**config.mk**
```make
export PLATFORM = sky130hd
export DESIGN_NAME = xdec_core
export DESIGN_NICKNAME = d
export VERILOG_FILES = /design/src/logic/xdec_pkg.sv /design/src/logic/xdec_addr_if.sv /design/src/logic/xdec_addr_calc.sv /design/src/logic/xdec_core.sv
export SDC_FILE = /design/constraint.sdc
export NUM_CORES = 1
export LEC_CHECK = 0
export ABC_CLOCK_PERIOD_IN_PS = 3750
export BUFFER_PORTS_ARGS = -buffer_cell sky130_fd_sc_hd__clkbuf_2
export CORE_MARGIN = 5
export CORE_UTILIZATION = 54
export DETAILED_ROUTE_END_ITERATION = 7
export PLACE_DENSITY = 0.89
export SLEW_MARGIN = 20
export SYNTH_ARGS = -nofsm -noshare
export SYNTH_HDL_FRONTEND = slang
export SYNTH_SLANG_ARGS = --single-unit
```
**constraint.sdc**
```tcl
create_clock -name i_mclk -period 3.75 [get_ports i_mclk]
set_clock_uncertainty 0.1 [all_clocks]
set_input_delay 0 -clock i_mclk [delete_from_list [all_inputs] [get_ports i_mclk]]
set_output_delay 0 -clock i_mclk [all_outputs]
set_load 0.01 [all_outputs]
```
**src/logic/xdec_pkg.sv**
```systemverilog
// Purpose: constants shared by the test/xor/extension decoder
// Assumes: 16-bit opcode words, 8-bit data, 12-bit pointers
// Notes: bank addresses are 12 bits: bank number then 8-bit offset
//
// Contract
// RQ1: decode test-file-skip-zero from 0110 011a plus file address; flags untouched
// RQ2: tested file zero discards prefetched word, one nop cycle, two cycles total
// RQ3: skip over a two-word instruction takes three cycles, both words discarded
// RQ4: access bit 0 picks access bank, 1 picks bank register's general bank
// RQ5: access bit 0 with extension on indexes from third pointer when address <= 5fh
// RQ6: 0000 1010 literal xor into accumulator, one cycle, n and z updated
// RQ7: 0001 10da file xor with accumulator, one cycle, n and z updated
// RQ8: destination bit 0 writes accumulator, 1 writes back to file register
// RQ9: extended instructions run only when fuse enables; fuse clear by default
// RQ10: extension adds eight instructions for pointer work and indexing
// RQ11: add and subtract pointer variants on third pointer return automatically
// RQ12: pointer add adds unsigned six-bit literal to selected pointer, one cycle
// RQ13: add-and-return takes two cycles, loads pc from stack top, nop second
// RQ14: zero flag when xor result all zero, negative equals result bit seven
package xdec_pkg;
	localparam logic [5:0]  OP_TEST_SKIP_HI = 6'h19;  // 0110 01 prefix, bit9 must be 1
	localparam logic [7:0]  OP_XORLIT     = 8'h0a;
	localparam logic [5:0]  OP_XORFILE    = 6'h06;
	localparam logic [6:0]  OP_PTR_ADDSUB = 7'h74;  // 1110 100s
	localparam logic [3:0]  OP_TWO_WORD   = 4'hf;   // second-word marker nibble
	localparam logic [7:0]  INDEX_LIMIT   = 8'h5f;
	localparam logic [3:0]  ACCESS_HI_BNK = 4'hf;
	localparam logic [7:0]  ACCESS_SPLIT  = 8'h60;
	localparam logic        FUSE_DEFAULT  = 1'b0;
	localparam logic [15:0] NOP_WORD      = 16'h0000;

	typedef enum logic [1:0] {
		ST_EXEC  = 2'b00,
		ST_SKIP1 = 2'b01,
		ST_SKIP2 = 2'b11
	} exec_state_type;
endpackage

```
**src/logic/xdec_addr_if.sv**
```systemverilog
`timescale 1ns/1ns
interface xdec_addr_if;
	logic [7:0]  f_addr;
	logic        acc_bit;
	logic        ext_on;
	logic [3:0]  bank_sel;
	logic [11:0] ptr2;
	logic [11:0] eff_addr;
	modport core (output f_addr, acc_bit, ext_on, bank_sel, ptr2, input eff_addr);
	modport calc (input f_addr, acc_bit, ext_on, bank_sel, ptr2, output eff_addr);
endinterface

```
**src/logic/xdec_addr_calc.sv**
```systemverilog
`timescale 1ns/1ns
module xdec_addr_calc (
	xdec_addr_if.calc a
);
	always_comb begin
		if (!a.acc_bit && a.ext_on && a.f_addr <= xdec_pkg::INDEX_LIMIT)
			a.eff_addr = a.ptr2 + {4'h0, a.f_addr};  // RQ5
		else if (a.acc_bit)
			a.eff_addr = {a.bank_sel, a.f_addr};  // RQ4
		else if (a.f_addr < xdec_pkg::ACCESS_SPLIT)
			a.eff_addr = {4'h0, a.f_addr};  // RQ4
		else
			a.eff_addr = {xdec_pkg::ACCESS_HI_BNK, a.f_addr};
	end
endmodule

```
**src/logic/xdec_core.sv**
```systemverilog
`timescale 1ns/1ns
// Purpose: executes skip-if-zero test, both xor forms and pointer add/sub(+return)
// Assumes: one i_word per instruction cycle when i_ce high; file read is combinational
// Notes: unprogrammed fuse strap is i_fuse_ext; a clear fuse makes extended words nops
//        a return flushes exactly one word; only a taken skip may stretch over a pair
//        i_ce low freezes every register, pulses included
module xdec_core #(
	parameter int PTR_W = 12
) (
	input  wire logic             i_mclk,
	input  wire logic             i_rst,
	input  wire logic             i_ce,
	input  wire logic             i_fuse_ext,
	input  wire logic [15:0]      i_word,
	input  wire logic [3:0]       i_bank_sel,
	input  wire logic [7:0]       i_file_rdata,
	input  wire logic [20:0]      i_stack_top,
	output logic      [11:0]      o_file_addr,
	output logic      [7:0]       o_file_wdata,
	output logic                  o_file_we,
	output logic      [7:0]       o_acc,
	output logic                  o_flag_n,
	output logic                  o_flag_z,
	output logic      [20:0]      o_pc_load,
	output logic                  o_pc_load_en,
	output logic                  o_pop,
	output logic                  o_discard,
	output logic      [PTR_W-1:0] o_ptr0,
	output logic      [PTR_W-1:0] o_ptr1,
	output logic      [PTR_W-1:0] o_ptr2
);
	xdec_pkg::exec_state_type st_q;
	xdec_pkg::exec_state_type st_d;
	logic [PTR_W-1:0]         ptr_q [3];
	logic [7:0]               acc_q;
	logic                     fuse_q;
	logic                     from_test_q;
	logic                     live;
	logic                     is_tst;
	logic                     is_xlit;
	logic                     is_xfile;
	logic                     is_ptr;
	logic                     is_ret;
	logic                     skip_next;
	logic                     flush_start;
	logic                     pair_next;
	logic [7:0]               xor_operand;
	logic [7:0]               xres;
	logic [1:0]               ptr_sel;
	logic [PTR_W-1:0]         ptr_next;
	xdec_addr_if              ai ();

	function automatic logic [PTR_W-1:0] ptr_step(input logic [PTR_W-1:0] p, input logic sub, input logic [5:0] k);
		ptr_step = sub ? p - PTR_W'(k) : p + PTR_W'(k);
	endfunction

	assign live        = i_ce && st_q == xdec_pkg::ST_EXEC;
	assign is_tst      = i_word[15:10] == xdec_pkg::OP_TEST_SKIP_HI && i_word[9];  // RQ1
	assign is_xlit     = i_word[15:8] == xdec_pkg::OP_XORLIT;  // RQ6
	assign is_xfile    = i_word[15:10] == xdec_pkg::OP_XORFILE;  // RQ7
	assign is_ptr      = i_word[15:9] == xdec_pkg::OP_PTR_ADDSUB && fuse_q;  // RQ9 RQ10
	assign is_ret      = is_ptr && i_word[7:6] == 2'b11;  // RQ11
	assign xor_operand = is_xlit ? i_word[7:0] : i_file_rdata;
	assign xres        = acc_q ^ xor_operand;
	assign skip_next   = is_tst && i_file_rdata == 8'h00;  // RQ2
	assign flush_start = live && (skip_next || is_ret);
	assign pair_next   = from_test_q && i_word[15:12] == xdec_pkg::OP_TWO_WORD;  // RQ3
	assign ptr_sel     = is_ret ? 2'd2 : i_word[7:6];
	assign ptr_next    = ptr_step(ptr_q[ptr_sel], i_word[8], i_word[5:0]);

	assign ai.f_addr   = i_word[7:0];
	assign ai.acc_bit  = i_word[8];
	assign ai.ext_on   = fuse_q;
	assign ai.bank_sel = i_bank_sel;
	assign ai.ptr2     = ptr_q[2];
	xdec_addr_calc u_addr (.a(ai));

	// strap caught on a clocked reset so it is never an async load
	always_ff @(posedge i_mclk) begin
		if (i_rst) begin
			fuse_q <= i_fuse_ext;  // RQ9
		end
	end

	// a return flushes one word only, so remember who opened the flush
	always_ff @(posedge i_mclk) begin
		if (i_rst) begin
			from_test_q <= 1'b0;
		end else if (live) begin
			from_test_q <= skip_next;
		end
	end

	always_comb begin
		st_d = st_q;
		unique case (st_q)
			xdec_pkg::ST_EXEC: begin
				if (skip_next || is_ret) begin
					st_d = xdec_pkg::ST_SKIP1;  // RQ2 RQ13
				end
			end
			xdec_pkg::ST_SKIP1: begin
				if (pair_next) begin
					st_d = xdec_pkg::ST_SKIP2;  // RQ3
				end else begin
					st_d = xdec_pkg::ST_EXEC;
				end
			end
			xdec_pkg::ST_SKIP2: begin
				st_d = xdec_pkg::ST_EXEC;  // RQ3
			end
			default: begin
				st_d = xdec_pkg::ST_EXEC;
			end
		endcase
	end

	always_ff @(posedge i_mclk) begin
		if (i_rst) begin
			st_q <= xdec_pkg::ST_EXEC;
		end else if (i_ce) begin
			st_q <= st_d;
		end
	end

	// the second word of a two-word instruction starts 1111, so a skipped pair
	// is recognised from the word flushed in the first nop cycle
	always_ff @(posedge i_mclk) begin
		if (i_rst) begin
			o_discard <= 1'b0;
		end else if (i_ce) begin
			o_discard <= flush_start;  // RQ2 RQ13
		end
	end

	always_ff @(posedge i_mclk) begin
		if (i_rst) begin
			acc_q    <= 8'h00;
			o_flag_n <= 1'b0;
			o_flag_z <= 1'b0;
		end else if (live && (is_xlit || is_xfile)) begin
			if (is_xlit || !i_word[9]) begin
				acc_q <= xres;  // RQ6 RQ8
			end
			o_flag_z <= xres == 8'h00;  // RQ14
			o_flag_n <= xres[7];  // RQ14
		end
	end

	always_ff @(posedge i_mclk) begin
		if (i_rst) begin
			o_file_we    <= 1'b0;
			o_file_wdata <= 8'h00;
			o_file_addr  <= 12'h000;
		end else if (i_ce) begin
			o_file_addr  <= ai.eff_addr;  // RQ4 RQ5
			o_file_wdata <= xres;
			o_file_we    <= live && is_xfile && i_word[9];  // RQ8
		end
	end

	// pointer field 11 is the return form and never touches a fourth pointer
	always_ff @(posedge i_mclk) begin
		if (i_rst) begin
			for (int i = 0; i < 3; i++) begin
				ptr_q[i] <= '0;
			end
		end else if (live && is_ptr) begin
			if (is_ret) begin
				ptr_q[2] <= ptr_next;  // RQ11
			end else if (i_word[7:6] != 2'b11) begin
				ptr_q[i_word[7:6]] <= ptr_next;  // RQ12
			end
		end
	end

	always_ff @(posedge i_mclk) begin
		if (i_rst) begin
			o_pc_load_en <= 1'b0;
			o_pop        <= 1'b0;
			o_pc_load    <= 21'h0;
		end else if (i_ce) begin
			o_pc_load_en <= live && is_ret;  // RQ13
			o_pop        <= live && is_ret;
			o_pc_load    <= i_stack_top;
		end
	end

	assign o_acc  = acc_q;
	assign o_ptr0 = ptr_q[0];
	assign o_ptr1 = ptr_q[1];
	assign o_ptr2 = ptr_q[2];
endmodule

```
==> impl_metrics.ini <==
[clock_network]
cts_made_buffers = 9
post_cts_buffers = 0
clk_latency_ns = 0.38
clockBufferDepth = 2
clock-sinks = 106
htree_levels = 3
root_buffer = clkbuf_8
path_clk_slew_ns = 0.11
tritoncts = yes

[placement]
io_buffers = 143
placed_cell_area_sq_um = 6570
pre_cts_ws_ns = 0.186
dp_hpwl_um = 12100
gp_congestion = 0.930
dp_cells = 863

[cells_and_area]
utilization = 0.693
nets = 850
diodes = 0
finalNonFillerCells = 916
drive_gt1_frac = 0.238
fillers = 716
final_cell_area_sq_um = 7160
synthToLayoutAreaGrowth_pct = 25.2

[synthesis]
synth_area_sq_um = 5720
ys_ff_latch = 106
yosysSeqAreaShare = 0.457
yosys.area.top_type = edfxtp_1
synth_cell_types = 63
yosys-top-cells-area = edfxtp_1 26%, dfxtp_1 20%, mux2i_1 9.1%, nor2_1 6.2%, ha_1 4.4%
synth_edf_count = 49
synthArstFlopShare = 0
syn_inst = 596
synth.most_common_cell = nor2_1
synth_commonest_cells = 94 x nor2_1, 57 x dfxtp_1, 52 x mux2i_1
synth_ff_type = dfxtp_1
syn-mean-instance-area_sq_um = 9.60
yosysWarnings = 0
synth_top_area_frac = 0.257

[timing]
finalHoldViolations = 0
timing.final.ws_setup_ns = 0.220
worst_pin_slew_ns = 0.761
period_needed_ns = 3.53
fmax_mhz = 283
tns_ns = 0
slew_headroom = 0.493
finalCritPeriodShare = 0.941
maxSlewViolCount = 0
rsz0062_at_grt = true
setup_viol = 0
whs_ns = 0.0189

[pwr]
p_per_area_nw_per_um2 = 371
p_total_mw = 2.66
power.static_leakage_nw = 3.20
ir_drop_uv = 251

[floorplanning]
fp.coreArea_sq_um = 10300
rows = 37
die_area_sq_um = 12800
start_util = 0.554
num_io_pins = 144
die_w_um = 113
die_h_um = 113

[global_route]
grt-ovfl-total = 0
track_usage = 0.264
grt_pass1_vias = 5371
grt_max_degree = 65
grt_pass1_wl_um = 27000
antenna_found_initial = 0

[setup_path]
startpoint = ai.ext_on
rr_startpoint = ai.ext_on
end_kind = register
critPathMaxFanout = 10
reg2reg_slack_ns = 0.22
r2r_end = ptr_q[0][9]
ff2ff_path_depth = 14
worstPathArrival_ns = 3.55
crit_type = register to register
cp.required_ns = 3.77
cp-start-kind = register
crit_end = ptr_q[0][9]

[min_path]
min-delay-path-class = input pin to register

[status]
status = finished, final reports clean

[run]
cap_viol_max_count = 0

[drt]
vias = 5255
wl_per_cell_um = 18.9
drc = 0
wl_um = 17300
postRouteAntennaNets = 0
firstDrtPassIters = 5
vias_per_cell = 5.74
drt_iter0_drc = 512
==> logic make-up (layout without fill, tap and decap cells) <==
kind of cell / count (synthesis) / after routing / synth area share
flops: 106 / 106 / 0.457
fa+ha+maj: 22 / 22 / 0.0507
simple gates: 209 / 209 / 0.178
other cells: 1 / 12 / 0.000656
buf+inv: 60 / 233 / 0.0435
compound gates: 119 / 119 / 0.136
xor+xnor: 24 / 24 / 0.0367
mux: 55 / 55 / 0.0973
==> what timing repair did <==
action                                  CTS  global route
hold endpoints to repair                 35             0
resized for setup                         0             5
hold buffers                             37             0
endpoints found under the setup margin    0            19
==> how the worst min path moves through the flow <==
stage               startpoint        end  slack [ns]  cells after the start
5_1_grt        i_file_rdata[4]   o_acc[4]        0.08                      4
3_5_place_dp        i_fuse_ext  ai.ext_on         0.1                      1
6_report       i_file_rdata[1]   o_acc[1]        0.02                      4
3_3_place_gp        i_fuse_ext  ai.ext_on        0.10                      1
4_1_cts        i_file_rdata[1]   o_acc[1]       0.001                      4
2_1_floorplan       i_fuse_ext  ai.ext_on      -0.001                      0
==> worst max-delay path, stage by stage (launching register included) <==
cell and delay [ns]:
edfxtp_1 0.41, nand2b_1 0.09, nor4_2 0.23, nand2_1 0.10, nand2_1 0.11, buf_4 0.25, mux2i_1 0.22, a21oi_1 0.13
ha_1 0.32, nor2b_1 0.14, o211ai_1 0.26, nand4_1 0.21, a41oi_1 0.36, xor2_2 0.27, nor2_1 0.08
==> cell usage in the layout (no fill, tap or decap), types with 13 or more instances in the layout <==
| cell | count |
|---|---|
| clkbuf_2 | 143 |
| dlygate4sd3_1 | 37 |
| nor2b_1 | 15 |
| o21ai_0 | 20 |
| nor2_1 | 94 |
| inv_1 | 28 |
| ha_1 | 20 |
| nand2_1 | 28 |
| edfxtp_1 | 49 |
| a211oi_1 | 14 |
| xnor2_1 | 18 |
| a21oi_1 | 38 |
| mux2i_1 | 52 |
| dfxtp_1 | 57 |
| nor3_1 | 13 |
==> per-layer routing <==
metal,share of wire,up-vias,global-route usage
met5,0,-,0
li1,-,2474,-
met3,0.087,36,0.0519
met2,0.50,284,0.475
met1,0.39,2461,0.311
met4,0.023,0,0.102
==> final cells by class <==
| type | count | area, sq um | share of cell area |
|---|---|---|---|
| clock buffer | 9 | 124 | 0.0173 |
| clock inverter | 7 | 66.3 | 0.00926 |
| inverter | 29 | 109 | 0.0152 |
| multi-input combinational | 441 | 2930 | 0.409 |
| sequential | 106 | 2610 | 0.365 |
| tap | 136 | 170 | 0.0238 |
| timing repair buffer | 188 | 1150 | 0.160 |
==> flip-flops by register name, summed over array words and instances (netlist names), 2 cells and up <==
name,cells
ptr_q,48
o_pc_load,21
o_file_addr,12
o_acc,8
o_file_wdata,8
st_q,2
==> report_power, final <==
| group | internal, mW | switching, mW | total [mW] | leakage (nW) |
|---|---|---|---|---|
| sequential | 1.29 | 0.0383 | 1.33 | 0.969 |
| combinational | 0.252 | 0.383 | 0.635 | 2.13 |
| clock | 0.261 | 0.429 | 0.690 | 0.100 |
(Power assumes the default switching activity.)
